<file path="config.mk">
export PLATFORM = sky130hd
export DESIGN_NAME = lhw_host_write
export DESIGN_NICKNAME = d
export VERILOG_FILES = /design/src/hdl/lhw_pkg.sv /design/src/hdl/lhw_serial_rx.sv /design/src/hdl/lhw_host_write.sv
export SDC_FILE = /design/constraint.sdc
export NUM_CORES = 1
export LEC_CHECK = 0
export ABC_CLOCK_PERIOD_IN_PS = 3100
export BUFFER_PORTS_ARGS = -buffer_cell sky130_fd_sc_hd__buf_2
export CAP_MARGIN = 15
export CORE_ASPECT_RATIO = 0.6
export CORE_MARGIN = 2
export CORE_UTILIZATION = 45
export CTS_CLUSTER_DIAMETER = 60
export DETAILED_ROUTE_END_ITERATION = 10
export GPL_TIMING_DRIVEN = 0
export PLACE_DENSITY = 0.63
export SYNTH_ARGS = -nofsm -noshare
export SYNTH_HDL_FRONTEND = slang
export SYNTH_HIERARCHICAL = 1
export SYNTH_SLANG_ARGS = --single-unit
</file>
<file path="constraint.sdc">
create_clock -name mclk_i -period 3.1 [get_ports mclk_i]
set_input_delay 0.465 -clock mclk_i [delete_from_list [all_inputs] [get_ports mclk_i]]
set_output_delay 0.465 -clock mclk_i [all_outputs]
set_load 0.005 [all_outputs]
</file>
<file path="src/hdl/lhw_pkg.sv">
// Package for the LCD host write decode and power control block
package lhw_pkg;

  localparam int unsigned BYTE_W = 8;
  localparam int unsigned NIB_W = 4;
  localparam int unsigned BITCNT_W = 3;
  localparam logic [BITCNT_W-1:0] BITCNT_LAST = 3'h7;
  localparam logic [BITCNT_W-1:0] BITCNT_INIT = 3'h0;
  localparam logic [BYTE_W-1:0] BYTE_ZERO = 8'h00;

  // Command opcode fields
  localparam logic [3:0] OP_PSAVE = 4'h4;
  localparam logic [3:0] OP_PCTL = 4'h5;
  localparam logic [3:0] OP_CONTRAST = 4'h7;
  localparam int unsigned OP_HI = 7;
  localparam int unsigned OP_LO = 4;
  localparam int unsigned PCTL_ZERO_BIT = 3;
  localparam int unsigned PCTL_REG_BIT = 2;
  localparam int unsigned PCTL_FOL_BIT = 1;
  localparam int unsigned PCTL_BST_BIT = 0;
  localparam int unsigned PSAVE_OSC_BIT = 1;
  localparam int unsigned PSAVE_SLP_BIT = 0;
  localparam logic [NIB_W-1:0] CONTRAST_RST = 4'h0;

  // Power stage settings
  typedef struct packed {
    logic regulator_enable_bit;
    logic follower_enable_bit;
    logic booster_en;
  } lhw_pwr_t;

  localparam lhw_pwr_t PWR_RST = '{1'b0, 1'b0, 1'b0};

  // One accepted host write
  typedef struct packed {
    logic valid;
    logic is_data;
    logic [BYTE_W-1:0] byte_val;
  } lhw_wr_t;

  localparam lhw_wr_t WR_RST = '{1'b0, 1'b0, 8'h00};

  typedef enum logic [1:0] {
    LHW_AWAKE,
    LHW_SLEEP
  } lhw_slp_state_t;

endpackage : lhw_pkg

</file>
<file path="src/hdl/lhw_serial_rx.sv">
// Serial byte receiver with chip-select clear
`timescale 1ns/1ps
`default_nettype none
module lhw_serial_rx
  import lhw_pkg::*;
(
  input wire logic mclk_i,
  input wire logic arst_n_i,
  input wire logic cs_n_i,
  input wire logic si_i,
  input wire logic sck_i,
  input wire logic dcs_i,
  output lhw_wr_t wr_o
);

  logic sck_q_ff;
  logic sck_ok_ff;
  logic [BYTE_W-1:0] shift_ff;
  logic [BITCNT_W-1:0] cnt_ff;
  lhw_wr_t wr_ff;
  // The first sample after reset is no real clock edge
  wire sck_rise = sck_i & ~sck_q_ff & ~cs_n_i & sck_ok_ff;
  wire byte_done = sck_rise && (cnt_ff == BITCNT_LAST);
  wire [BYTE_W-1:0] shifted = {shift_ff[BYTE_W-2:0], si_i};

  always_ff @(posedge mclk_i or negedge arst_n_i) begin
    if (!arst_n_i) begin
      sck_q_ff <= 1'b0;
      sck_ok_ff <= 1'b0;
    end else begin
      sck_q_ff <= sck_i;
      sck_ok_ff <= 1'b1;
    end
  end

  always_ff @(posedge mclk_i or negedge arst_n_i) begin
    if (!arst_n_i) begin
      shift_ff <= BYTE_ZERO;
      cnt_ff <= BITCNT_INIT;
    end else if (cs_n_i) begin
      shift_ff <= BYTE_ZERO;
      cnt_ff <= BITCNT_INIT;
    end else if (sck_rise) begin
      shift_ff <= shifted;
      cnt_ff <= cnt_ff + 3'h1;
    end
  end

  always_ff @(posedge mclk_i or negedge arst_n_i) begin
    if (!arst_n_i) begin
      wr_ff <= WR_RST;
    end else begin
      wr_ff.valid <= byte_done;
      if (byte_done) begin
        wr_ff.is_data <= dcs_i;
        wr_ff.byte_val <= shifted;
      end
    end
  end

  assign wr_o = wr_ff;

  property p_cs_clears;
    @(posedge mclk_i) disable iff (!arst_n_i)
      cs_n_i |=> (cnt_ff == BITCNT_INIT);
  endproperty
  a_cs_clears: assert property (p_cs_clears) else $error("counter not cleared");

  property p_eight_bits;
    @(posedge mclk_i) disable iff (!arst_n_i)
      byte_done |=> wr_ff.valid && wr_ff.byte_val == $past(shifted);
  endproperty
  a_eight_bits: assert property (p_eight_bits) else $error("byte not delivered");

  property p_dcs_sampled;
    @(posedge mclk_i) disable iff (!arst_n_i)
      byte_done |=> wr_ff.is_data == $past(dcs_i);
  endproperty
  a_dcs_sampled: assert property (p_dcs_sampled) else $error("select not sampled");

  property p_no_byte_unselected;
    @(posedge mclk_i) disable iff (!arst_n_i)
      $past(cs_n_i) |-> !wr_ff.valid;
  endproperty
  a_no_byte_unselected: assert property (p_no_byte_unselected) else $error("byte while idle");

  c_serial_byte: cover property (@(posedge mclk_i) disable iff (!arst_n_i) wr_ff.valid);

endmodule : lhw_serial_rx
`default_nettype wire

</file>
<file path="src/hdl/lhw_host_write.sv">
// Host write decode and LCD power control front end
// Notes on behaviour
// - select high write stores display data
// - select low write loads a command
// - accept transfers only while chip selected
// - unselected: ignore data, select, strobe, serial
// - deselect clears serial shifter and counter
// - hardware reset works regardless of select
// - three power stages enabled independently
// - four-bit contrast register, sixteen levels
// - contrast zero after reset or zero write
// - sleep only with stages and oscillator off
// - serial MSB first, byte on eighth edge
// - select sampled at byte-completing serial edge
// - power command low bits: regulator, follower, booster
// - power save low bits: oscillator, sleep
`timescale 1ns/1ps
`default_nettype none
module lhw_host_write
  import lhw_pkg::*;
(
  input wire logic mclk_i,
  input wire logic arst_n_i,
  input wire logic hardware_reset_in_i,
  input wire logic bus68_sel_i,
  input wire logic parallel_sel_i,
  input wire logic cs_n_i,
  input wire logic data_command_select_i,
  input wire logic strobe_i,
  input wire logic [7:0] data_i,
  output logic ram_wr_o,
  output logic [7:0] ram_data_o,
  output logic cmd_wr_o,
  output logic [7:0] cmd_data_o,
  output logic regulator_enable_bit_o,
  output logic follower_enable_bit_o,
  output logic booster_en_o,
  output logic osc_en_o,
  output logic sleep_request_bit_o,
  output logic sleep_o,
  output logic [3:0] contrast_o
);

  ////////////////////////////////////////////////////////////////////////
  // Reset and strobe edge

  logic strobe_q_ff;
  logic strobe_ok_ff;
  lhw_wr_t par_ff;
  lhw_wr_t ser_wr;
  lhw_wr_t cmd_ff;
  lhw_wr_t ram_ff;
  lhw_pwr_t pwr_ff;
  logic osc_ff;
  logic slp_req_ff;
  logic [NIB_W-1:0] contrast_ff;
  lhw_slp_state_t slp_ff;
  lhw_slp_state_t nxt_slp;
  logic sleep_ff;

  // Hardware reset acts while high, never looking at chip select
  wire soft_rst = hardware_reset_in_i;

  // 68 style takes the byte as enable falls; 80 style on the rising write
  wire strobe_end = bus68_sel_i ? (strobe_q_ff & ~strobe_i) : (~strobe_q_ff & strobe_i);
  // The first sample after reset is no real edge of either bus style
  wire par_take = parallel_sel_i && !cs_n_i && strobe_end && strobe_ok_ff;
  wire ser_cs_n = cs_n_i | parallel_sel_i;

  always_ff @(posedge mclk_i or negedge arst_n_i) begin
    if (!arst_n_i) begin
      strobe_q_ff <= 1'b0;
      strobe_ok_ff <= 1'b0;
    end else begin
      strobe_q_ff <= strobe_i;
      strobe_ok_ff <= 1'b1;
    end
  end

  ////////////////////////////////////////////////////////////////////////
  // Parallel and serial capture

  always_ff @(posedge mclk_i or negedge arst_n_i) begin
    if (!arst_n_i) begin
      par_ff <= WR_RST;
    end else begin
      par_ff.valid <= par_take;
      if (par_take) begin
        par_ff.is_data <= data_command_select_i;
        par_ff.byte_val <= data_i;
      end
    end
  end

  lhw_serial_rx u_serial_rx (
    .mclk_i(mclk_i),
    .arst_n_i(arst_n_i),
    .cs_n_i(ser_cs_n),
    .si_i(data_i[7]),
    .sck_i(data_i[6]),
    .dcs_i(data_command_select_i),
    .wr_o(ser_wr)
  );

  wire lhw_wr_t acc = parallel_sel_i ? par_ff : ser_wr;
  wire acc_data = acc.valid && acc.is_data;
  wire acc_cmd = acc.valid && !acc.is_data;
  wire [3:0] opcode = acc.byte_val[OP_HI:OP_LO];
  wire is_pctl = acc_cmd && opcode == OP_PCTL && !acc.byte_val[PCTL_ZERO_BIT];
  wire is_psave = acc_cmd && opcode == OP_PSAVE;
  wire is_contrast = acc_cmd && opcode == OP_CONTRAST;

  ////////////////////////////////////////////////////////////////////////
  // Write routing

  always_ff @(posedge mclk_i or negedge arst_n_i) begin
    if (!arst_n_i) begin
      ram_ff <= WR_RST;
      cmd_ff <= WR_RST;
    end else begin
      ram_ff.valid <= acc_data && !soft_rst;
      cmd_ff.valid <= acc_cmd && !soft_rst;
      if (acc_data) begin
        ram_ff.byte_val <= acc.byte_val;
      end
      if (acc_cmd) begin
        cmd_ff.byte_val <= acc.byte_val;
      end
    end
  end

  ////////////////////////////////////////////////////////////////////////
  // Power control, contrast and sleep

  always_ff @(posedge mclk_i or negedge arst_n_i) begin
    if (!arst_n_i) begin
      pwr_ff <= PWR_RST;
      osc_ff <= 1'b0;
      slp_req_ff <= 1'b0;
      contrast_ff <= CONTRAST_RST;
    end else if (soft_rst) begin
      pwr_ff <= PWR_RST;
      osc_ff <= 1'b0;
      slp_req_ff <= 1'b0;
      contrast_ff <= CONTRAST_RST;
    end else begin
      if (is_pctl) begin
        pwr_ff.regulator_enable_bit <= acc.byte_val[PCTL_REG_BIT];
        pwr_ff.follower_enable_bit <= acc.byte_val[PCTL_FOL_BIT];
        pwr_ff.booster_en <= acc.byte_val[PCTL_BST_BIT];
      end
      if (is_psave) begin
        osc_ff <= acc.byte_val[PSAVE_OSC_BIT];
        slp_req_ff <= acc.byte_val[PSAVE_SLP_BIT];
      end
      if (is_contrast) begin
        contrast_ff <= acc.byte_val[NIB_W-1:0];
      end
    end
  end

  // Sleep needs stages and oscillator already off; a request with them
  // running is held pending and honoured once they are switched off
  wire all_off = (pwr_ff == PWR_RST) && !osc_ff;

  // A command that starts a stage or the oscillator leaves sleep in the
  // same edge that the stage turns on, so sleep never overlaps a live stage
  wire wake_pctl = is_pctl && |acc.byte_val[PCTL_REG_BIT:PCTL_BST_BIT];
  wire wake_psave = is_psave && (acc.byte_val[PSAVE_OSC_BIT] || !acc.byte_val[PSAVE_SLP_BIT]);
  wire wake_cmd = wake_pctl || wake_psave;

  always_comb begin
    nxt_slp = slp_ff;
    case (slp_ff)
      LHW_AWAKE: if (slp_req_ff && all_off && !wake_cmd) nxt_slp = LHW_SLEEP;
      LHW_SLEEP: if (!slp_req_ff || !all_off || wake_cmd) nxt_slp = LHW_AWAKE;
      default: nxt_slp = LHW_AWAKE;
    endcase
  end

  always_ff @(posedge mclk_i or negedge arst_n_i) begin
    if (!arst_n_i) begin
      slp_ff <= LHW_AWAKE;
      sleep_ff <= 1'b0;
    end else if (soft_rst) begin
      slp_ff <= LHW_AWAKE;
      sleep_ff <= 1'b0;
    end else begin
      slp_ff <= nxt_slp;
      sleep_ff <= (nxt_slp == LHW_SLEEP);
    end
  end

  assign ram_wr_o = ram_ff.valid;
  assign ram_data_o = ram_ff.byte_val;
  assign cmd_wr_o = cmd_ff.valid;
  assign cmd_data_o = cmd_ff.byte_val;
  assign regulator_enable_bit_o = pwr_ff.regulator_enable_bit;
  assign follower_enable_bit_o = pwr_ff.follower_enable_bit;
  assign booster_en_o = pwr_ff.booster_en;
  assign osc_en_o = osc_ff;
  assign sleep_request_bit_o = slp_req_ff;
  assign sleep_o = sleep_ff;
  assign contrast_o = contrast_ff;

  ////////////////////////////////////////////////////////////////////////
  // Checks

  property p_ram_from_data;
    @(posedge mclk_i) disable iff (!arst_n_i)
      ram_ff.valid |-> $past(acc.valid && acc.is_data);
  endproperty
  a_ram_from_data: assert property (p_ram_from_data) else $error("ram write without data");

  property p_cmd_from_cmd;
    @(posedge mclk_i) disable iff (!arst_n_i)
      (acc_cmd && !soft_rst) |=> cmd_ff.valid && cmd_ff.byte_val == $past(acc.byte_val);
  endproperty
  a_cmd_from_cmd: assert property (p_cmd_from_cmd) else $error("command lost");

  property p_par_needs_cs;
    @(posedge mclk_i) disable iff (!arst_n_i)
      par_ff.valid |-> $past(!cs_n_i);
  endproperty
  a_par_needs_cs: assert property (p_par_needs_cs) else $error("write while deselected");

  property p_reset_clears;
    @(posedge mclk_i) disable iff (!arst_n_i)
      hardware_reset_in_i |=> contrast_ff == CONTRAST_RST && pwr_ff == PWR_RST && !osc_ff;
  endproperty
  a_reset_clears: assert property (p_reset_clears) else $error("reset ignored");

  property p_pctl_load;
    @(posedge mclk_i) disable iff (!arst_n_i)
      (is_pctl && !soft_rst) |=> pwr_ff == $past(acc.byte_val[2:0]);
  endproperty
  a_pctl_load: assert property (p_pctl_load) else $error("power bits wrong");

  property p_contrast_load;
    @(posedge mclk_i) disable iff (!arst_n_i)
      (is_contrast && !soft_rst) |=> contrast_ff == $past(acc.byte_val[3:0]);
  endproperty
  a_contrast_load: assert property (p_contrast_load) else $error("contrast wrong");

  property p_contrast_zero;
    @(posedge mclk_i) disable iff (!arst_n_i)
      (is_contrast && !soft_rst && acc.byte_val[3:0] == CONTRAST_RST) ##1 !is_contrast
        |=> contrast_ff == CONTRAST_RST || $past(soft_rst);
  endproperty
  a_contrast_zero: assert property (p_contrast_zero) else $error("contrast not zero");

  property p_sleep_all_off;
    @(posedge mclk_i) disable iff (!arst_n_i)
      sleep_o |-> !osc_ff && pwr_ff == PWR_RST && slp_req_ff;
  endproperty
  a_sleep_all_off: assert property (p_sleep_all_off) else $error("sleep with stages on");

  property p_psave_bits;
    @(posedge mclk_i) disable iff (!arst_n_i)
      (is_psave && !soft_rst) |=> osc_ff == $past(acc.byte_val[1]) && slp_req_ff == $past(acc.byte_val[0]);
  endproperty
  a_psave_bits: assert property (p_psave_bits) else $error("power save bits wrong");

  property p_wake_leaves;
    @(posedge mclk_i) disable iff (!arst_n_i)
      (wake_cmd && !soft_rst) |=> !sleep_o;
  endproperty
  a_wake_leaves: assert property (p_wake_leaves) else $error("sleep kept on wake");

  property p_pctl_ignored;
    @(posedge mclk_i) disable iff (!arst_n_i)
      (acc_cmd && opcode == OP_PCTL && acc.byte_val[PCTL_ZERO_BIT] && !soft_rst)
        |=> $stable(pwr_ff);
  endproperty
  a_pctl_ignored: assert property (p_pctl_ignored) else $error("bad power command used");

  property p_data_no_ctl;
    @(posedge mclk_i) disable iff (!arst_n_i)
      (acc_data && !soft_rst) |=> $stable(pwr_ff) && $stable(osc_ff) && $stable(contrast_ff);
  endproperty
  a_data_no_ctl: assert property (p_data_no_ctl) else $error("data write moved controls");

  property p_ram_load;
    @(posedge mclk_i) disable iff (!arst_n_i)
      (acc_data && !soft_rst) |=> ram_ff.valid && ram_ff.byte_val == $past(acc.byte_val);
  endproperty
  a_ram_load: assert property (p_ram_load) else $error("display byte lost");

  property p_reset_no_pulse;
    @(posedge mclk_i) disable iff (!arst_n_i)
      soft_rst |=> !ram_ff.valid && !cmd_ff.valid;
  endproperty
  a_reset_no_pulse: assert property (p_reset_no_pulse) else $error("write during reset");

  property p_contrast_hold;
    @(posedge mclk_i) disable iff (!arst_n_i)
      (!is_contrast && !soft_rst) |=> $stable(contrast_ff);
  endproperty
  a_contrast_hold: assert property (p_contrast_hold) else $error("contrast drifted");

  c_ram_write: cover property (@(posedge mclk_i) disable iff (!arst_n_i) ram_ff.valid);
  c_cmd_write: cover property (@(posedge mclk_i) disable iff (!arst_n_i) cmd_ff.valid);
  c_sleep: cover property (@(posedge mclk_i) disable iff (!arst_n_i) sleep_o);
  c_booster_only_off: cover property (@(posedge mclk_i) disable iff (!arst_n_i)
    pwr_ff.regulator_enable_bit && !pwr_ff.booster_en);

endmodule : lhw_host_write
`default_nettype wire

</file>
After elaboration in Yosys (flattened, before gate mapping)
Cells that the tools add are included.

Output and inout bits: 28. Input bits: 16. Register bits: 63.

Equality and inequality tests: 6. Bitwise operators: 10. Reduce and logical (&&, ||, !) cells: 37. $add $sub $neg: 1. Mux-type cells: 19.

Operators by type and width (number): 1-bit logical AND (17); 7-bit 2-to-1 mux (2); 4-bit by 3-bit equality test with 1-bit output (second input constant) (3); 3-bit 2-to-1 mux (4); 10-bit 2-to-1 mux (1); 1-bit zero test (9); 4-bit 2-to-1 mux (2); 2-bit nonzero test (4); 1-bit 2-to-1 mux (6); 2-bit 2-to-1 mux (3); 1-bit AND (5); 2-bit by 1-bit equality test with 1-bit output (second input constant) (2); 1-bit logical OR (4); 1-bit inverter (4); 2-bit one-hot mux with 2 select lines (1); 3-bit by 1-bit adder with 3-bit output (second input constant) (1); 3-bit equality test (second input constant) (1); 3-bit zero test (1); 3-bit OR reduction (1); 2-bit zero test (1); 1-bit bitwise OR (1).

Logic depth before layout (Yosys ltp)
Depth in word-level cells: 13. Gate-level depth with buffers: 8. Gate-level depth less buffers: 4.

By module
The synthesis kept the hierarchy.

Modules (own cells, without submodules): lhw_host_write (seq. area each 1026.0 um^2, times used 1, area an instance 1824.2 um^2, cells an instance 153); lhw_serial_rx (seq. area each 550.5 um^2, times used 1, area an instance 882.1 um^2, cells an instance 69).

Worst setup path before layout
OpenSTA, ideal clock, no wires.

Kind: in2reg. Start: input parallel_sel_i. End: register u_serial_rx.wr_ff, in the netlist u_serial_rx/wr_o[0]. Buffers on the path: 2. Stages: 6. Data required time: 2.975 ns. Data arrival time: 1.800 ns. Setup slack: 1.175 ns. Setup time: 0.125 ns. Cells stage by stage: buf_4 buf_2 or2_2 and4bb_1 nand2_4 mux2_2.

Longest elaborated chain between the ends: 5.

Ends and longest elaborated chain: from (decl) (RTL line lhw_host_write.sv:26) `input wire logic parallel_sel_i,`; 1-bit bitwise OR (RTL line lhw_host_write.sv:68) `wire ser_cs_n = cs_n_i | parallel_sel_i;`; via ser_cs_n (RTL line lhw_host_write.sv:68); 1-bit inverter (RTL line lhw_serial_rx.sv:22) `wire sck_rise = sck_i & ~sck_q_ff & ~cs_n_i & sck_ok_ff;`; 1-bit AND (2 in a row) (RTL line lhw_serial_rx.sv:22); 1-bit logical AND (RTL line lhw_serial_rx.sv:23) `wire byte_done = sck_rise && (cnt_ff == BITCNT_LAST);`; to (decl) (RTL line lhw_serial_rx.sv:20) `lhw_wr_t wr_ff;`.

The timed path passes the listed nets, and every way through them passes these cells. A chain may end at the register's enable or synchronous reset.

Worst setup path after layout
Start: input parallel_sel_i. End: register u_serial_rx.cnt_ff[2].

Longest elaborated chain between the ends: 5.

Ends and longest elaborated chain: 1-bit bitwise OR (*) (RTL line lhw_host_write.sv:68); via ser_cs_n (RTL line lhw_host_write.sv:68); 1-bit inverter (RTL line lhw_serial_rx.sv:22); 1-bit AND (2 in a row) (RTL line lhw_serial_rx.sv:22); 2-bit nonzero test (no source line); to (signal assigned) (RTL line lhw_serial_rx.sv:45) `cnt_ff <= cnt_ff + 3'h1;`; to (decl) (RTL line lhw_serial_rx.sv:19) `logic [BITCNT_W-1:0] cnt_ff;`.

The timed path passes the listed nets; every way through them passes the cells marked *.

==> qor.csv <==
metric,value,unit
Hold Crit Class,in2async,
R2R Setup Slk,1.31,ns
headroom to the max-slew limit,0.423,
setup TNS,0,ns
number of max-cap violations,0,
leading area contributor after synthesis,dfrtp_1,
placement row count,21,
worst slew pin tran,0.841,ns
Synth area leaders,"dfrtp_1 58%, mux2_2 7.1%, a21oi_1 3.7%, nor2_1 3.2%, mux2i_1 3.0%",
Starting Density,0.477,
Crit path arrival time,2.20,ns
routed wire length per instance,15.4,um
Yosys reg bits,63,
via density per instance,5.12,
Inst Count DP,346,
worst-path cell chain,buf_2 -> buf_4 -> buf_2 -> or2_2 -> and4bb_1 -> buf_4 -> buf_6 -> nand2_1 -> o21ai_0,
post-DP HPWL,4010,um
Pwr per Cell Area,575,nW/um2
Clock Tree Root,clkbuf_8,
Pwr Total,1.86,mW
grt total ovfl,0,
final hold viol count,0,
CTS tree,done,
Post-Syn Instances,222,
Post-CTS Hold Fix Bufs,0,
IO buf count,43,
"Reg clk slew, reported paths",0.07,ns
Max Clk Rate,516,MHz
Synth top area share,0.583,
Comb pwr share,0.116,
Clock Skews,0.00713,ns
peak supply drop,0.287,mV
slowest CP cell,or2_2,
sw power,0.485,mW
n_diodes,0,
global-route wire length before repair,9190,um
nets,295,
cell count of the worst reg-to-reg path,5,
kind of critical path,in2reg,
initial drt markers,82,
Final Setup Violations,0,
Critical Path Sink Type,flop,
highest-count cells in the layout ignoring fill and taps,"63 x dfrtp_1, 45 x buf_2, 23 x nor2_1",
TritonCTS Buffers,9,
Total Wirelength,5580,um
status,"complete, no violations",
max incr delay on CP,0.36,ns
Reg-to-Reg End,follower_enable_bit_o,
initial antenna violation count,0,
Die W,104,um
ratio of cells with drive above 1 in the final layout,0.355,
switching share of total power,0.260,
Final Max Slew Viols,0,
drt drc,0,
Post-CTS Setup Inserts,0,
Int Power,1.38,mW
Startpoint Class,input port,
DRT Pass-1 Iters,4,
CTS sink count,63,
clock share of power,0.379,
Top-Level Pins,44,
Die Area,6670,um2
post-route minimum period,1.94,ns
Mapped Avg Cell Area,12.2,um2
DRT antenna net count,0,
Seq pwr share,0.505,
unrepaired setup endpoints after global routing,false,
Post-Syn Area,2710,um2
period utilisation layout,0.625,
sequential-to-total area share from yosys stat,0.583,
H-tree Lvls,3,
synth warn,6,
Yosys cell types,38,
CTS resizes,0,
P&R area growth vs syn,19.7,%
vias in the first global route,1838,
WP data required,3.36,ns
crit path max fanout,10,
"most common cell after layout, fill and taps aside",dfrtp_1,
final core occ,0.571,
Core Footprint,5680,um2
Post-Layout Cell Count,362,
post-synth net total,240,
largest net degree at the start of global routing,39,
Die Ht,64.1,um
RR Startpoint,par_ff[5],
GRT Resource Usage Total,0.183,
Final Wtd Congestion,0.793,
CTS max path bufs,2,
vias,1853,
later-pin clock latency in the skew report,0.34,ns
Leakage,1.58,nW
[how the worst max path moves through the flow]
stage,startpoint,endpoint,slack (ns)
finish,parallel_sel_i,u_serial_rx/cnt_ff[2],1.16
global route,parallel_sel_i,u_serial_rx/shift_ff[6],1.08
CTS,parallel_sel_i,u_serial_rx/shift_ff[0],1.18
detailed placement,parallel_sel_i,u_serial_rx/shift_ff[6],0.82
global placement,parallel_sel_i,u_serial_rx/shift_ff[5],0.83
floorplan,parallel_sel_i,u_serial_rx/wr_o[0],1.18
[layout make-up]
type / count / area (um2)
timing repair buffer: 44 / 235
sequential: 63 / 1580
inverter: 2 / 7.51
tap: 80 / 100
fill: 539 / 2440
clock buffer: 10 / 138
clock inverter: 6 / 60.1
buffer: 10 / 66.3
multi-input combinational: 147 / 1060
[synthesized netlist by cell type]
cell type and count:
a211oi_2 5, a211oi_4 1, a21oi_1 20, a21oi_2 2, a222oi_1 1, a22oi_2 1, a311oi_2 2, a32oi_1 1
and3_1 2, and4bb_1 1, buf_2 2, buf_4 3, buf_6 2, clkbuf_1 3, conb_1 3, dfrtp_1 63
ha_1 2, inv_1 2, mux2_1 2, mux2_2 17, mux2i_1 8, mux2i_4 1, nand2_1 14, nand2_4 1
nand2b_1 11, nand3_1 2, nand3b_1 4, nor2_1 23, nor2b_1 1, nor3_1 3, nor4b_1 1, o211a_1 2
o21ai_0 10, o21ai_2 1, or2_2 1, or3b_1 2, or4b_4 1, or4bb_1 1
[registers in the layout, indices dropped and copies added (netlist names), 3 cells and up]
register              cells
u_serial_rx/cnt_ff        3
u_serial_rx/shift_ff      7
u_serial_rx/wr_o         10
par_ff                   10
cmd_data_o                8
ram_data_o                8
contrast_o                4
[layer usage]
metal / routed length (um) / share of wire / up-vias / global-route usage
li1: - / - / 891 / -
met1: 3070 / 0.55 / 903 / 0.270
met2: 2140 / 0.38 / 50 / 0.246
met3: 291 / 0.052 / 9 / 0.0694
met4: 76 / 0.014 / 0 / 0.0608
met5: 0 / 0 / - / 0
[critical path, delay by kind of cell]
kind	cells	cell delay, ns
buffers and inverters	5	0.88
AOI/OAI and AO/OA	1	0.07
and+or+nand+nor	3	0.78
[per-stage QoR]
stage / worst slack (ns) / cell area [um2] / hold WS, ns
after global routing: 1.08 / 3240 / 0.153
after CTS: 1.18 / 3240 / 0.122
final: 1.16 / 3240 / 0.115
after global placement: 0.833 / 3020 / 0.485
after detailed placement: 0.818 / 3040 / 0.490
after floorplan: 1.18 / 2710 / 0.169
[power by group through the flow]
| stage | registers, mW | clock network [mW] | logic [mW] |
|---|---|---|---|
| floorplan | 0.946 | 0 | 0.118 |
| global placement | 0.955 | 0 | 0.208 |
| detailed placement | 0.956 | 0 | 0.217 |
| CTS | 0.940 | 0.725 | 0.219 |
| global route | 0.949 | 0.767 | 0.242 |
| finish | 0.941 | 0.707 | 0.216 |
[cell families (layout without fill, tap and decap cells)]
group                    count (synthesis)  in the layout  synth area share
buffers and inverters                   12             72            0.0273
multiplexers                            28             28             0.117
other                                    3              3           0.00416
AND/OR/NAND/NOR                         68             68             0.134
flip-flops                              63             63             0.583
AO/OA/AOI/OAI                           46             46             0.126
adder cells (fa/ha/maj)                  2              2           0.00924
(Power assumes the default switching activity.)
